File: src/common/mfs_pkg.sv
package mfs_pkg;

  // ---------------------------------------------------------------
  // Register offsets
  // ---------------------------------------------------------------
  localparam logic [3:0] MFS_OFF_STATUS  = 4'h0;
  localparam logic [3:0] MFS_OFF_MASK    = 4'h1;
  localparam logic [3:0] MFS_OFF_TRIP    = 4'h2;
  localparam logic [3:0] MFS_OFF_UV_LVL  = 4'h3;
  localparam logic [3:0] MFS_OFF_UV_DLY  = 4'h4;
  localparam logic [3:0] MFS_OFF_OV_LVL  = 4'h5;
  localparam logic [3:0] MFS_OFF_OV_DLY  = 4'h6;
  localparam logic [3:0] MFS_OFF_AUXCFG  = 4'h7;
  localparam logic [3:0] MFS_OFF_CTRL    = 4'h8;

  // ---------------------------------------------------------------
  // Fault bit positions
  // ---------------------------------------------------------------
  localparam int MFS_NFLT       = 9;
  localparam int MFS_F_UV       = 0;
  localparam int MFS_F_ZEROV    = 1;
  localparam int MFS_F_OV       = 2;
  localparam int MFS_F_PLOSS    = 3;
  localparam int MFS_F_PSEQ     = 4;
  localparam int MFS_F_CONN     = 5;
  localparam int MFS_F_OVTEMP   = 6;
  localparam int MFS_F_EXT      = 7;
  localparam int MFS_F_WRPAR    = 8;

  // Control register bits.
  localparam int MFS_C_RESET    = 0;
  localparam int MFS_C_DEFLOAD  = 1;

  // Aux input function codes.
  localparam logic [1:0] MFS_AUX_EXTFLT = 2'h0;
  localparam logic [1:0] MFS_AUX_GEN    = 2'h1;

  // ---------------------------------------------------------------
  // Reset values and limits
  // ---------------------------------------------------------------
  localparam logic [15:0] MFS_UV_LVL_RST = 16'h0000;
  localparam logic [15:0] MFS_OV_LVL_RST = 16'hffff;
  localparam logic [15:0] MFS_DLY_RST    = 16'h0001;
  localparam logic [15:0] MFS_TEMP_LIMIT = 16'h0055;

  // ---------------------------------------------------------------
  // Timing
  // ---------------------------------------------------------------
  localparam longint MFS_CLK_HZ      = 200000000;
  localparam longint MFS_EXT_QUAL_MS = 2000;
  localparam longint MFS_EXT_QUAL_CYC = MFS_EXT_QUAL_MS * MFS_CLK_HZ / 1000;
  localparam longint MFS_DLY_UNIT_US = 1000;
  localparam longint MFS_DLY_UNIT_CYC = MFS_DLY_UNIT_US * MFS_CLK_HZ / 1000000;

endpackage

File: src/hw/mfs_supervisor.sv
`timescale 1ns/100ps
module mfs_supervisor
  import mfs_pkg::*;
#(
  parameter int          VW         = 16,
  parameter longint      EXT_QUAL   = mfs_pkg::MFS_EXT_QUAL_CYC,
  parameter longint      DLY_UNIT   = mfs_pkg::MFS_DLY_UNIT_CYC
) (
  // Clock and reset
  input  wire logic          clk,
  input  wire logic          rst_n,
  // Register port
  input  wire logic [3:0]    reg_addr,
  input  wire logic [15:0]   reg_wdata,
  input  wire logic          reg_wr,
  input  wire logic          reg_rd,
  output logic      [15:0]   reg_rdata,
  // Sensing front ends
  input  wire logic [VW-1:0] line_volt,
  input  wire logic [2:0]    phase_present,
  input  wire logic          phase_seq_ok,
  input  wire logic [2:0]    load_conn_ok,
  input  wire logic          scr_shorted,
  input  wire logic [15:0]   heatsink_temp,
  input  wire logic          aux_contact,
  // Parameter storage
  input  wire logic          param_xfer_fail,
  input  wire logic          key_mode_up,
  input  wire logic          key_mode_store,
  output logic               param_load_default,
  output logic               param_store,
  // Starter outputs
  output logic               motor_stop,
  output logic               start_block,
  output logic               fault_led,
  output logic               fault_relay,
  output logic [3:0]         trip_code,
  output logic               irq
);
  import mfs_pkg::*;

  // ---------------------------------------------------------------
  // Input synchronisers
  // ---------------------------------------------------------------
  localparam int SW = VW + 3 + 1 + 3 + 1 + 16 + 1 + 1 + 2;
  logic [SW-1:0] s1_q, s1_d, s2_q, s2_d;
  logic [VW-1:0] v_s;
  logic [2:0]    ph_s, conn_s;
  logic          seq_s, scr_s, aux_s, xf_s, k1_s, k2_s;
  logic [15:0]   temp_s;

  always_comb begin
    s1_d = {line_volt, phase_present, phase_seq_ok, load_conn_ok, scr_shorted,
            heatsink_temp, aux_contact, param_xfer_fail, key_mode_up, key_mode_store};
    s2_d = s1_q;
  end
  always_ff @(posedge clk) begin
    s1_q <= s1_d;
    s2_q <= s2_d;
  end
  assign {v_s, ph_s, seq_s, conn_s, scr_s, temp_s, aux_s, xf_s, k1_s, k2_s} = s2_q;

  // ---------------------------------------------------------------
  // Registers
  // ---------------------------------------------------------------
  logic [MFS_NFLT-1:0] stat_q, stat_d, mask_q, mask_d, trip_q, trip_d;
  logic [15:0]         uvl_q, uvl_d, uvd_q, uvd_d, ovl_q, ovl_d, ovd_q, ovd_d;
  logic [1:0]          aux_q, aux_d;
  logic                blk_q, blk_d;
  logic [15:0]         rd_q, rd_d;
  logic                clr;
  logic [MFS_NFLT-1:0] ev;

  // ---------------------------------------------------------------
  // Fault detection
  // ---------------------------------------------------------------
  logic [31:0] uvc_q, uvc_d, ovc_q, ovc_d, extc_q, extc_d;
  logic [31:0] uvt_q, uvt_d, ovt_q, ovt_d;
  logic        gen_mode, under, over, k_prev_q, k_prev_d, k_hit;

  assign gen_mode = (aux_q == MFS_AUX_GEN);
  assign under    = v_s < VW'(uvl_q);
  assign over     = v_s > VW'(ovl_q);
  assign k_hit    = k1_s & k2_s & ~k_prev_q;

  always_comb begin
    // Delay timers count in units, then units against the set delay.
    uvt_d = 32'h0;
    uvc_d = 32'h0;
    if (under) begin
      uvt_d = (uvt_q >= 32'(DLY_UNIT - 1)) ? 32'h0 : uvt_q + 32'h1;
      uvc_d = (uvt_q >= 32'(DLY_UNIT - 1) && uvc_q < {16'h0, uvd_q}) ? uvc_q + 32'h1 : uvc_q;
    end
    ovt_d = 32'h0;
    ovc_d = 32'h0;
    if (over) begin
      ovt_d = (ovt_q >= 32'(DLY_UNIT - 1)) ? 32'h0 : ovt_q + 32'h1;
      ovc_d = (ovt_q >= 32'(DLY_UNIT - 1) && ovc_q < {16'h0, ovd_q}) ? ovc_q + 32'h1 : ovc_q;
    end
    extc_d = 32'h0;
    if (aux_s && !gen_mode) begin
      extc_d = (extc_q > 32'(EXT_QUAL)) ? extc_q : extc_q + 32'h1;
    end
    k_prev_d = k1_s & k2_s;
    ev = '0;
    ev[MFS_F_UV]     = under && (uvc_q >= {16'h0, uvd_q});
    ev[MFS_F_ZEROV]  = (v_s == '0);
    ev[MFS_F_OV]     = over && (ovc_q >= {16'h0, ovd_q});
    ev[MFS_F_PLOSS]  = (ph_s != 3'b111) && (ph_s != 3'b000);
    ev[MFS_F_PSEQ]   = (ph_s == 3'b111) && !seq_s;
    ev[MFS_F_CONN]   = !gen_mode && ((conn_s != 3'b111) || scr_s);
    ev[MFS_F_OVTEMP] = temp_s > MFS_TEMP_LIMIT;
    ev[MFS_F_EXT]    = extc_q > 32'(EXT_QUAL);
    ev[MFS_F_WRPAR]  = xf_s;
  end

  always_ff @(posedge clk) begin
    if (!rst_n) begin
      uvt_q    <= 32'h0;
      uvc_q    <= 32'h0;
      ovt_q    <= 32'h0;
      ovc_q    <= 32'h0;
      extc_q   <= 32'h0;
      k_prev_q <= 1'b0;
    end else begin
      uvt_q    <= uvt_d;
      uvc_q    <= uvc_d;
      ovt_q    <= ovt_d;
      ovc_q    <= ovc_d;
      extc_q   <= extc_d;
      k_prev_q <= k_prev_d;
    end
  end

  // ---------------------------------------------------------------
  // Register file, trip latch and interrupt status
  // ---------------------------------------------------------------
  always_comb begin
    clr    = reg_wr && (reg_addr == MFS_OFF_CTRL) && reg_wdata[MFS_C_RESET];
    mask_d = mask_q;
    uvl_d  = uvl_q;
    uvd_d  = uvd_q;
    ovl_d  = ovl_q;
    ovd_d  = ovd_q;
    aux_d  = aux_q;
    if (reg_wr) begin
      unique case (reg_addr)
        MFS_OFF_MASK:   mask_d = reg_wdata[MFS_NFLT-1:0];
        MFS_OFF_UV_LVL: uvl_d  = reg_wdata;
        MFS_OFF_UV_DLY: uvd_d  = reg_wdata;
        MFS_OFF_OV_LVL: ovl_d  = reg_wdata;
        MFS_OFF_OV_DLY: ovd_d  = reg_wdata;
        MFS_OFF_AUXCFG: aux_d  = reg_wdata[1:0];
        default:        ;
      endcase
    end
    // A live fault re-latches even in the cycle of the reset command.
    trip_d = (clr ? '0 : trip_q) | ev;
    blk_d  = (clr ? 1'b0 : blk_q) | ev[MFS_F_CONN];
    stat_d = ((reg_rd && reg_addr == MFS_OFF_STATUS) ? '0 : stat_q) | ev;
    rd_d   = 16'h0;
    if (reg_rd) begin
      unique case (reg_addr)
        MFS_OFF_STATUS: rd_d = 16'(stat_q);
        MFS_OFF_MASK:   rd_d = 16'(mask_q);
        MFS_OFF_TRIP:   rd_d = 16'(trip_q);
        MFS_OFF_UV_LVL: rd_d = uvl_q;
        MFS_OFF_UV_DLY: rd_d = uvd_q;
        MFS_OFF_OV_LVL: rd_d = ovl_q;
        MFS_OFF_OV_DLY: rd_d = ovd_q;
        MFS_OFF_AUXCFG: rd_d = {14'h0, aux_q};
        MFS_OFF_CTRL:   rd_d = {15'h0, blk_q};
        default:        rd_d = 16'h0;
      endcase
    end
  end

  always_ff @(posedge clk) begin
    if (!rst_n) begin
      stat_q <= '0;
      mask_q <= '0;
      trip_q <= '0;
      blk_q  <= 1'b0;
      uvl_q  <= MFS_UV_LVL_RST;
      uvd_q  <= MFS_DLY_RST;
      ovl_q  <= MFS_OV_LVL_RST;
      ovd_q  <= MFS_DLY_RST;
      aux_q  <= MFS_AUX_EXTFLT;
      rd_q   <= 16'h0;
    end else begin
      stat_q <= stat_d;
      mask_q <= mask_d;
      trip_q <= trip_d;
      blk_q  <= blk_d;
      uvl_q  <= uvl_d;
      uvd_q  <= uvd_d;
      ovl_q  <= ovl_d;
      ovd_q  <= ovd_d;
      aux_q  <= aux_d;
      rd_q   <= rd_d;
    end
  end

  // ---------------------------------------------------------------
  // Outputs
  // ---------------------------------------------------------------
  logic [3:0] code_d, code_q;
  logic       ld_q, st_q, ld_d, st_d;

  always_comb begin
    // Lowest set fault bit names the trip; code 0 means no trip.
    code_d = 4'h0;
    for (int i = MFS_NFLT - 1; i >= 0; i--) begin
      if (trip_q[i]) begin
        code_d = 4'(i + 1);
      end
    end
    ld_d = k_hit || (reg_wr && reg_addr == MFS_OFF_CTRL && reg_wdata[MFS_C_DEFLOAD]);
    st_d = ld_q;
  end

  always_ff @(posedge clk) begin
    if (!rst_n) begin
      code_q <= 4'h0;
      ld_q   <= 1'b0;
      st_q   <= 1'b0;
    end else begin
      code_q <= code_d;
      ld_q   <= ld_d;
      st_q   <= st_d;
    end
  end

  assign motor_stop         = |trip_q;
  assign fault_led          = |trip_q;
  assign fault_relay        = |trip_q;
  assign start_block        = blk_q;
  assign trip_code          = code_q;
  assign param_load_default = ld_q;
  assign param_store        = st_q;
  assign reg_rdata          = rd_q;
  assign irq                = |(stat_q & mask_q);

endmodule

File: config.mk
export PLATFORM = sky130hd
export DESIGN_NAME = mfs_supervisor
export DESIGN_NICKNAME = d
export VERILOG_FILES = /design/src/common/mfs_pkg.sv /design/src/hw/mfs_supervisor.sv
export SDC_FILE = /design/constraint.sdc
export NUM_CORES = 1
export LEC_CHECK = 0
export BUFFER_PORTS_ARGS = -buffer_cell sky130_fd_sc_hd__buf_2
export CORE_ASPECT_RATIO = 2
export CORE_MARGIN = 5
export CORE_UTILIZATION = 55
export CTS_BUF_LIST = sky130_fd_sc_hd__clkbuf_16
export DETAILED_ROUTE_END_ITERATION = 8
export GPL_TIMING_DRIVEN = 0
export MAX_ROUTING_LAYER = met4
export PLACE_DENSITY = 0.77
export SLEW_MARGIN = 20
export SYNTH_ARGS = -nofsm -noshare
export SYNTH_HDL_FRONTEND = slang
export SYNTH_SLANG_ARGS = --single-unit
File: constraint.sdc
create_clock -name clk -period 3.9 [get_ports clk]
set_input_delay 0.78 -clock clk [delete_from_list [all_inputs] [get_ports clk]]
set_output_delay 0.78 -clock clk [all_outputs]
set_load 0.05 [all_outputs]
==> metrics.csv, run 1 <==
metric,value,unit
CTS Buf Count,30,
"Arr. time, crit path",3.64,ns
Synth Cell Area,14150,um2
crit path capture,uvc_q[1],
post-synth top area share,51.35,%
core area,25550,um2
Yosys reg bits,363,
largest cells by area after synthesis,"dfxtp_1, ha_1, nand2_1",
most used flip-flop cell after synthesis,dfxtp_1,
Post-layout nets,1829,
First-pass DRT Iterations,5,
Initial Util,55.40,%
DR top layer,met4,
row count,83,
clk_lat worst skew,0.57,ns
total global routing overflow,0,
CP Max Fanout,10,
Max IR drop VDD,0.3731,mV
PostCTS Resize Cnt,0,
Max-slew headroom,22.11,%
DP HPWL,28830,um
Slew Limit Fails,0,
fill cell instance count of the final layout,2173,
WHS,0.3069,ns
reg2reg setup slack,0.69,ns
Vert. Die Dim,236.9,um
Iter 0 DRT Violations,869,
Post-CTS Setup Repair Bufs,0,
startpoint types,flip-flop,
Non-Filler Instances,2059,
Async SR Flop Fraction,0,%
"Power, Total",7237,uW
CTS tree,yes,
DR vias,11870,
period utilization,82.24,%
outcome,"finished, final reports clean",
warnings from Yosys,0,
hold_buf cts,0,
synth cell count leaders,"dfxtp_1, nand2_1, a21oi_1",
"wirelength, routed",38010,um
setup TNS,0,ns
largest net degree at the start of global routing,18,
Clock Tree Root,clkbuf_16,
Setup Skew,0.01224,ns
worst slew pin tran,1.159,ns
post-DR vias/cell,5.767,
H-tree levels,1,
detailed-route wire length per cell,18.46,um
Final Hold Viols,0,
dominant cell type by area after synthesis,dfxtp_1,
Ports,95,
gr usage total,26.74,%
worst path required time,4.33,ns
Hold Path Class,primary input to flip-flop,
Die Area,29230,um2
share of post-route cells with drive strength above 1,9.848,%
post-synthesis sequential area ratio,51.35,%
cells on worst reg2reg path,8,
Leak Pwr,0.006128,uW
Max-Cap Viols,0,
Final setup viols,0,
CP endpoint kind,flip-flop,
syn_area_per_cell,9.196,um2
gpl congestion,1.033,
R2R Path Start,uvl_q[14],
Syn-to-layout area delta,14.27,%
Detail Route Antenna Nets,0,
Worst-path clk slew,0.07,ns
P per Cell Area,447.5,nW/um2
Achievable Freq,311.8,MHz
RSZ-0062 raised after global routing,false,
WS Path Type,flip-flop to flip-flop,
initial antenna violation count,3,
global-route wire length before repair,59950,um
CTS Sinks,363,
Inst Count DP,2000,
DIE WIDTH,123.4,um
Met1 Wirelength,13160,um
port bufs,92,
Crit. Startpoint,uvl_q[14],
routed wl met3,1945,um
Mapped Cells,1539,
hold path cells,1,
drc violations,0,
worst r2r dst,uvc_q[1],
Unique masters post-synth,61,
clk buf depth,3,
met2 wire length,19790,um
number of synthesized flops with an enable pin,0,
"Min Clock Period, post-route",3.208,ns
vias in the first global route,11850,
most instantiated library cell after synthesis,dfxtp_1,
## sequential cells by signal (all words and copies together) (netlist names), 16 cells and up
register   flops
extc_q        32
ovc_q         32
ovd_q         16
ovl_q         16
ovt_q         32
reg_rdata     16
s1_q          43
s2_q          43
uvc_q         32
uvd_q         16
uvl_q         16
uvt_q         32
## per-stage QoR
step	area, um2	worst slack [ns]	util (%)
6_report	16170	0.6925	63.30
2_1_floorplan	14250	1.389	-
4_1_cts	16160	0.7531	63.27
3_5_place_dp	15170	0.6848	59.36
5_1_grt	16170	0.4873	63.30
3_3_place_gp	15140	-0.02428	59.26
## final cells by class
cell class | count | area [um2] | area share (%)
Tap cell | 340 | 425.4 | 2.631
Clock buffer | 31 | 775.7 | 4.797
Timing Repair Buffer | 94 | 475.5 | 2.940
Multi-Input combinational cell | 1054 | 6429 | 39.75
Inverter | 87 | 326.6 | 2.019
Clock inverter | 25 | 222.7 | 1.377
Sequential cell | 363 | 7267 | 44.94
Buffer | 62 | 242.7 | 1.501
Antenna cell | 3 | 7.507 | 0.04642
## power by group
part	switching (uW)	total (uW)	internal, uW
Sequential	52.6	3850	3800
Combinational	231	346	115
Clock	1380	3040	1660
## cells in the final DEF (no fill, tap or decap), types with 4 or more instances in the layout
cell	count
conb_1	28
buf_2	93
nor2b_1	5
dfxtp_1	363
clkbuf_16	31
nor3_1	28
xnor2_1	29
a21o_1	5
clkbuf_1	55
inv_1	90
o21ai_0	18
buf_4	4
and2_1	43
mux2i_1	7
clkinv_1	5
nor2_1	104
clkinvlp_4	7
a31o_2	8
o31ai_1	24
nand2b_1	7
a21oi_1	137
nand4_1	30
a22oi_1	32
a31oi_1	12
nor4_1	28
nand2_1	204
o211ai_1	22
or3_1	10
mux2_2	6
ha_1	69
o21a_1	8
nand3_1	55
and4_1	12
a211oi_1	4
a211o_1	6
and3_1	23
xor2_1	23
or4_1	26
## cell families (layout without fill, tap and decap cells)
group / Yosys count / count (layout) / share of synthesized area, %
and+or+nand+nor: 589 / 589 / 20.51
DFF: 363 / 363 / 51.35
AOI/OAI and AO/OA: 302 / 302 / 13.64
buffers and inverters: 149 / 299 / 4.023
adders and majority gates: 69 / 69 / 6.100
xor gates and xnor gates: 52 / 52 / 3.218
muxes: 14 / 14 / 1.132
other: 1 / 31 / 0.02650
## metal layers
layer  vias up  global-route usage (%)
met1      5548                   26.14
li1       5686                       -
met4         0                   18.66
met3       205                   3.848
met5         -                       -
met2       435                   47.18
## how the worst min path moves through the flow
stage / from / to / slack [ns]
5_1_grt: line_volt[0] / s1_q[28] / 0.30
3_5_place_dp: s1_q[13] / s2_q[13] / 0.31
4_1_cts: heatsink_temp[5] / s1_q[9] / 0.29
2_1_floorplan: s1_q[0] / s2_q[0] / 0.31
6_report: line_volt[0] / s1_q[28] / 0.31
3_3_place_gp: s1_q[13] / s2_q[13] / 0.31
## critical path: stages, from the launching register on
cell	delay, ns
dfxtp_1	0.41
inv_1	0.09
ha_1	0.30
nand4_1	0.17
or4_1	0.55
o32ai_1	0.53
a211o_1	0.45
clkbuf_1	0.45
nor2_1	0.10
Note: power is estimated with default switching activity, not from simulation.
==> run 2, diff against run 1 <==
- clock period: 3.9 -> 3.4 ns (I/O delays scaled with it)
==> metrics.csv, run 2 (same netlist as run 1, synthesis figures left out) <==
metric,value,unit,change
CP endpoint kind,flip-flop,,
"Arr. time, crit path",3.57,ns,-0.07 ns
cells on worst reg2reg path,8,,unchanged
met2 usage,47.18,%,unchanged
fin util,63.33,%,about the same
gpl congestion,1.033,,unchanged
clk_lat worst skew,0.57,ns,about the same
CTS tree,yes,,
Post-layout nets,1829,,unchanged
Largest regs,"s1_q (43), s2_q (43)",,
"Slowest-stage cell, CP",a211oi_1,,
family with the most delay on the worst path,compound AO/OA/AOI/OAI gates,,
period utilization,91.95,%,+9.7 points
First-pass DRT Iterations,7,,+2
multi-input logic area,6436,um2,+0.12%
outcome,"finished, final reports clean",,
port bufs,92,,unchanged
Inst Count DP,2000,,unchanged
Achievable Freq,319.9,MHz,+2.6%
R2R Path Start,ovt_q[9],,
Max-slew headroom,24.57,%,+2.5 points
P per Cell Area,513.0,nW/um2,+15%
DIE WIDTH,123.4,um,unchanged
Worst path max stage delay,0.80,ns,+0.25 ns
HP Start,line_volt[0],,
Hold Path Class,primary input to flip-flop,,
Worst-path clk slew,0.07,ns,about the same
Final setup viols,0,,unchanged
Die Area,29230,um2,unchanged
DR vias,11930,,+0.45%
Max IR drop VDD,0.4269,mV,+14%
startpoint types,flip-flop,,
Iter 0 DRT Violations,837,,-3.7%
Setup Skew,0.01305,ns,+0.0008055 ns
Final Hold Viols,0,,unchanged
row count,83,,unchanged
hold path cells,1,,unchanged
worst path required time,3.84,ns,-0.49 ns
Ports,95,,unchanged
Slew Limit Fails,0,,unchanged
worst slew pin tran,1.123,ns,-0.03655 ns
H-tree levels,1,,unchanged
fill cell instance count of the final layout,2172,,-0.046%
initial antenna violation count,3,,unchanged
Leak Pwr,0.006132,uW,about the same
post-DR vias/cell,5.793,,+0.45%
CP Buf/Inv Count,2,,unchanged
CP Max Fanout,10,,unchanged
"wirelength, routed",37940,um,-0.17%
"Min Clock Period, post-route",3.126,ns,-0.08120 ns
Non-Filler Instances,2059,,unchanged
Crit. Startpoint,ovt_q[9],,
vias in the first global route,11850,,unchanged
clk buf depth,3,,unchanged
Clock Tree Root,clkbuf_16,,
WP depth,8,,unchanged
met1 Use GR,26.14,%,unchanged
"Design Area, Final",16180,um2,about the same
"most common cell after layout, fill and taps aside",dfxtp_1,,
drc violations,0,,unchanged
core area,25550,um2,unchanged
Max-Cap Viols,0,,unchanged
reg2reg setup slack,0.27,ns,-0.42 ns
most used routing layer,met2,,
total global routing overflow,0,,unchanged
Vert. Die Dim,236.9,um,unchanged
WS Path Type,flip-flop to flip-flop,,
Initial Util,55.40,%,unchanged
detailed-route wire length per cell,18.43,um,-0.17%
gr usage total,26.74,%,unchanged
placed inst area,15170,um2,unchanged
Storage cell area,7267,um2,unchanged
CTS Sinks,363,,unchanged
"commonest non-fill, non-tap cells in the layout","dfxtp_1, nand2_1, a21oi_1",,
Post-CTS Setup Repair Bufs,0,,unchanged
global-route wire length before repair,59950,um,unchanged
Syn-to-layout area delta,14.32,%,about the same
largest net degree at the start of global routing,18,,unchanged
"Critical Path, Cell by Cell",or3_1 -> a31o_2 -> a211oi_1 -> a2111o_1 -> clkbuf_1 -> buf_2 -> mux2i_1 -> nor2_1,,
DP HPWL,28830,um,unchanged
share of post-route cells with drive strength above 1,9.907,%,+0.058 points
met3 GRT Util,3.848,%,unchanged
RSZ-0062 raised after global routing,false,,
CTS Buf Count,30,,unchanged
Detail Route Antenna Nets,0,,unchanged
[run 2: power by group]
part	total [uW]	internal, uW	switching [uW]
Sequential	4420	4360	59.9
Combinational	398	132	266
Clock	3490	1900	1590
[run 2: metrics by stage]
stage	total power (uW)	setup WS, ns	TNS, ns	hold slack (ns)
detailed placement	4903	0.2794	0	0.3121
global route	8571	0.04477	0	0.1977
CTS	8352	0.2531	0	0.1923
global placement	4886	-0.5243	-10.98	0.3105
floorplan	4729	0.8893	0	0.3096
finish	8300	0.2737	0	0.2101
[run 2: metal layers]
metal / part of all wire (%) / wire length (um)
met1: 34 / 13010
met2: 52 / 19720
met3: 5.5 / 2075
met4: 8.3 / 3134
met5: 0 / 0
[run 2: final timing paths]
check | end
worst min register to register | s2_q[41]
worst min-delay path | s1_q[28]
worst max-delay path | ovc_q[1]
worst max register to register | ovc_q[1]
[run 2: layout make-up]
| type | count | area share, % |
|---|---|---|
| Sequential cell | 363 | 44.92 |
| Clock buffer | 31 | 4.795 |
| Antenna cell | 3 | 0.04640 |
| Clock inverter | 25 | 1.377 |
| Inverter | 87 | 2.018 |
| Tap cell | 340 | 2.629 |
| Multi-Input combinational cell | 1054 | 39.78 |
| Buffer | 62 | 1.500 |
| Timing Repair Buffer | 94 | 2.939 |
[run 2: what timing repair did]
| action | CTS | global route |
|---|---|---|
| resized for setup | 0 | 1 |
| setup endpoints to repair | 0 | 3 |
| hold buffers | 0 | 0 |
==> run 3, diff against run 2 <==
--- a/config.mk
+++ b/config.mk
@@ -10,3 +10,3 @@
 export CORE_MARGIN = 5
-export CORE_UTILIZATION = 55
+export CORE_UTILIZATION = 40
 export CTS_BUF_LIST = sky130_fd_sc_hd__clkbuf_16
@@ -15,3 +15,3 @@
 export MAX_ROUTING_LAYER = met4
-export PLACE_DENSITY = 0.77
+export PLACE_DENSITY = 0.6
 export SLEW_MARGIN = 20
==> constraint.sdc (replaced) <==
create_clock -name clk -period 3.4 [get_ports clk]
set_input_delay 0.17 -clock clk [delete_from_list [all_inputs] [get_ports clk]]
set_output_delay 0.17 -clock clk [all_outputs]
set_load 0.05 [all_outputs]
==> metrics.csv, run 3 (same netlist as run 1, synthesis figures left out) <==
metric,value,unit,change
First-pass DRT Iterations,5,,-2
CP endpoint kind,flip-flop,,
setup TNS,0,ns,unchanged
CTS tree,yes,,
"wirelength, routed",40440,um,+6.6%
DR vias,11880,,-0.37%
"Arr. time, crit path",3.54,ns,-0.03 ns
placed inst area,15300,um2,+0.87%
clk buf depth,3,,unchanged
RSZ-0062 raised after global routing,false,,
worst slack at placement,0.2225,ns,-0.05690 ns
cell-internal power,6649,uW,+4.1%
"most common cell after layout, fill and taps aside",dfxtp_1,,
"Power, Total",8637,uW,+4.1%
HP Start,reg_wdata[0],,
Initial Util,40.35,%,-15 points
Slew Limit Fails,0,,unchanged
worst path required time,3.79,ns,-0.05 ns
Clock Tree Root,clkbuf_16,,
"Critical Path, Cell by Cell",inv_1 -> ha_1 -> nand4_1 -> or4_1 -> o32ai_1 -> a211o_1 -> clkbuf_1 -> nor2_1,,
Worst path max stage delay,0.53,ns,-0.27 ns
P per Cell Area,508.2,nW/um2,-0.94%
H-tree levels,2,,+1
Clock Power Share,43.6,%,+1.6 points
"Min Clock Period, post-route",3.151,ns,+0.02482 ns
Max IR drop VDD,0.4055,mV,-5.0%
Seq pwr share,51.1,%,-2.1 points
Syn-to-layout area delta,20.09,%,
Leak Pwr,0.006436,uW,+5.0%
Post-layout nets,1891,,+3.4%
cells on worst reg2reg path,8,,unchanged
WP depth,8,,unchanged
Max-slew headroom,44.43,%,+20 points
"Slowest-stage cell, CP",or4_1,,
core area,35070,um2,+37%
R2R Path Start,uvl_q[14],,
Final setup viols,0,,unchanged
CTS Sinks,363,,unchanged
port bufs,92,,unchanged
"commonest non-fill, non-tap cells in the layout","dfxtp_1, nand2_1, a21oi_1",,
"Design Area, Final",17000,um2,+5.0%
largest net degree at the start of global routing,18,,unchanged
reg2reg setup slack,0.25,ns,-0.02 ns
Final Hold Viols,0,,unchanged
Ports,95,,unchanged
DP HPWL,31250,um,+8.4%
Die Area,39470,um2,+35%
DIE WIDTH,143.0,um,+16%
worst slew pin tran,0.8318,ns,-0.2911 ns
Final WS setup,0.2489,ns,-0.02482 ns
Detail Route Antenna Nets,0,,unchanged
family with the most delay on the worst path,compound AO/OA/AOI/OAI gates,,
gpl congestion,0.9588,,-7.2%
gr usage total,20.77,%,-6.0 points
Sw Share,23.02,%,about the same
hold path cells,3,,+2
vias in the first global route,12200,,+2.9%
drc violations,0,,unchanged
detailed-route wire length per cell,18.17,um,-1.4%
period utilization,92.68,%,+0.73 points
switching power,1988,uW,+4.0%
CP Buf/Inv Count,2,,unchanged
Achievable Freq,317.3,MHz,-0.79%
Max-Cap Viols,0,,unchanged
CP Max Fanout,10,,unchanged
Hold Path End,uvl_q[0],,
row count,97,,+17%
total global routing overflow,0,,unchanged
Hold Path Class,primary input to flip-flop,,
global-route wire length before repair,63120,um,+5.3%
startpoint types,flip-flop,,
Vert. Die Dim,276.0,um,+17%
clk_lat worst skew,0.53,ns,-0.04 ns
Setup Skew,0.02570,ns,+0.01266 ns
worst r2r dst,uvc_q[0],,
Worst-path clk slew,0.07,ns,about the same
initial antenna violation count,0,,-3
outcome,"finished, final reports clean",,
post-DR vias/cell,5.338,,-7.8%
WS Path Type,flip-flop to flip-flop,,
share of post-route cells with drive strength above 1,9.781,%,-0.13 points
CTS Buf Count,34,,+13%
Largest regs,"s1_q (43), s2_q (43)",,
WHS,0.08540,ns,-0.1247 ns
Logic pwr share,5.3,%,+0.5 points
Iter 0 DRT Violations,564,,-33%
run 3: changes by cell type in the layout (fill, tap and decap cells not counted), moves of 2 or more:
cell and delta:
dlygate4sd3_1 +58, clkbuf_16 +4, clkinvlp_4 -3, clkinv_1 +2
clkinv_2 +2, inv_6 -2
run 3: worst max path at each step:
stage                     end      start
floorplan           ovt_q[10]  ovl_q[15]
global placement    ovt_q[10]  ovl_q[13]
detailed placement   ovc_q[1]   ovt_q[9]
CTS                  ovc_q[1]   ovt_q[9]
global route         uvc_q[8]  uvl_q[11]
finish               uvc_q[0]  uvl_q[14]
run 3: final cells by class:
type | instances | area [um2]
Antenna cell | 2 | 5.005
Timing Repair Buffer | 152 | 1056
Multi-Input combinational cell | 1054 | 6445
Clock inverter | 26 | 220.2
Buffer | 62 | 242.7
Sequential cell | 363 | 7267
Tap cell | 445 | 556.8
Fill cell | 3351 | 18080
Clock buffer | 35 | 875.8
Inverter | 87 | 326.6
run 3: worst register-to-register path, delay by kind of cell (launching register included):
family | cells | cell delay, ns
fa+ha+maj | 1 | 0.32
simple gates | 3 | 0.75
flops | 1 | 0.45
compound gates | 2 | 0.93
buf+inv | 2 | 0.55
run 3: through the flow:
stage / util [%] / std cells
2_1_floorplan: - / 1566
3_3_place_gp: 43.54 / 2103
3_5_place_dp: 43.61 / 2105
4_1_cts: 48.39 / 2224
5_1_grt: 48.44 / 2224
6_report: 48.45 / 2226
run 3: what timing repair did:
action | 4_1_cts | 5_1_grt
endpoints found under the hold margin | 102 | 0
endpoints found under the setup margin | 0 | 1
resized for setup | 0 | 1
hold buffers | 58 | 0
setup buffers | 0 | 0
run 3: power by group through the flow:
stage | logic (uW) | registers, uW | clock network [uW]
2_1_floorplan | 215 | 4510 | 0
3_5_place_dp | 399 | 4510 | 0
5_1_grt | 500 | 4420 | 4030
4_1_cts | 454 | 4420 | 3870
3_3_place_gp | 389 | 4510 | 0
6_report | 456 | 4420 | 3760
run 3: per-layer routing:
| metal | GRT usage, % | routed length (um) | vias to the layer above |
|---|---|---|---|
| li1 | - | - | 5831 |
| met1 | 19.61 | 13980 | 5578 |
| met2 | 38.19 | 21720 | 330 |
| met3 | 2.352 | 1601 | 144 |
| met4 | 14.17 | 3144 | 0 |
| met5 | - | 0 | - |
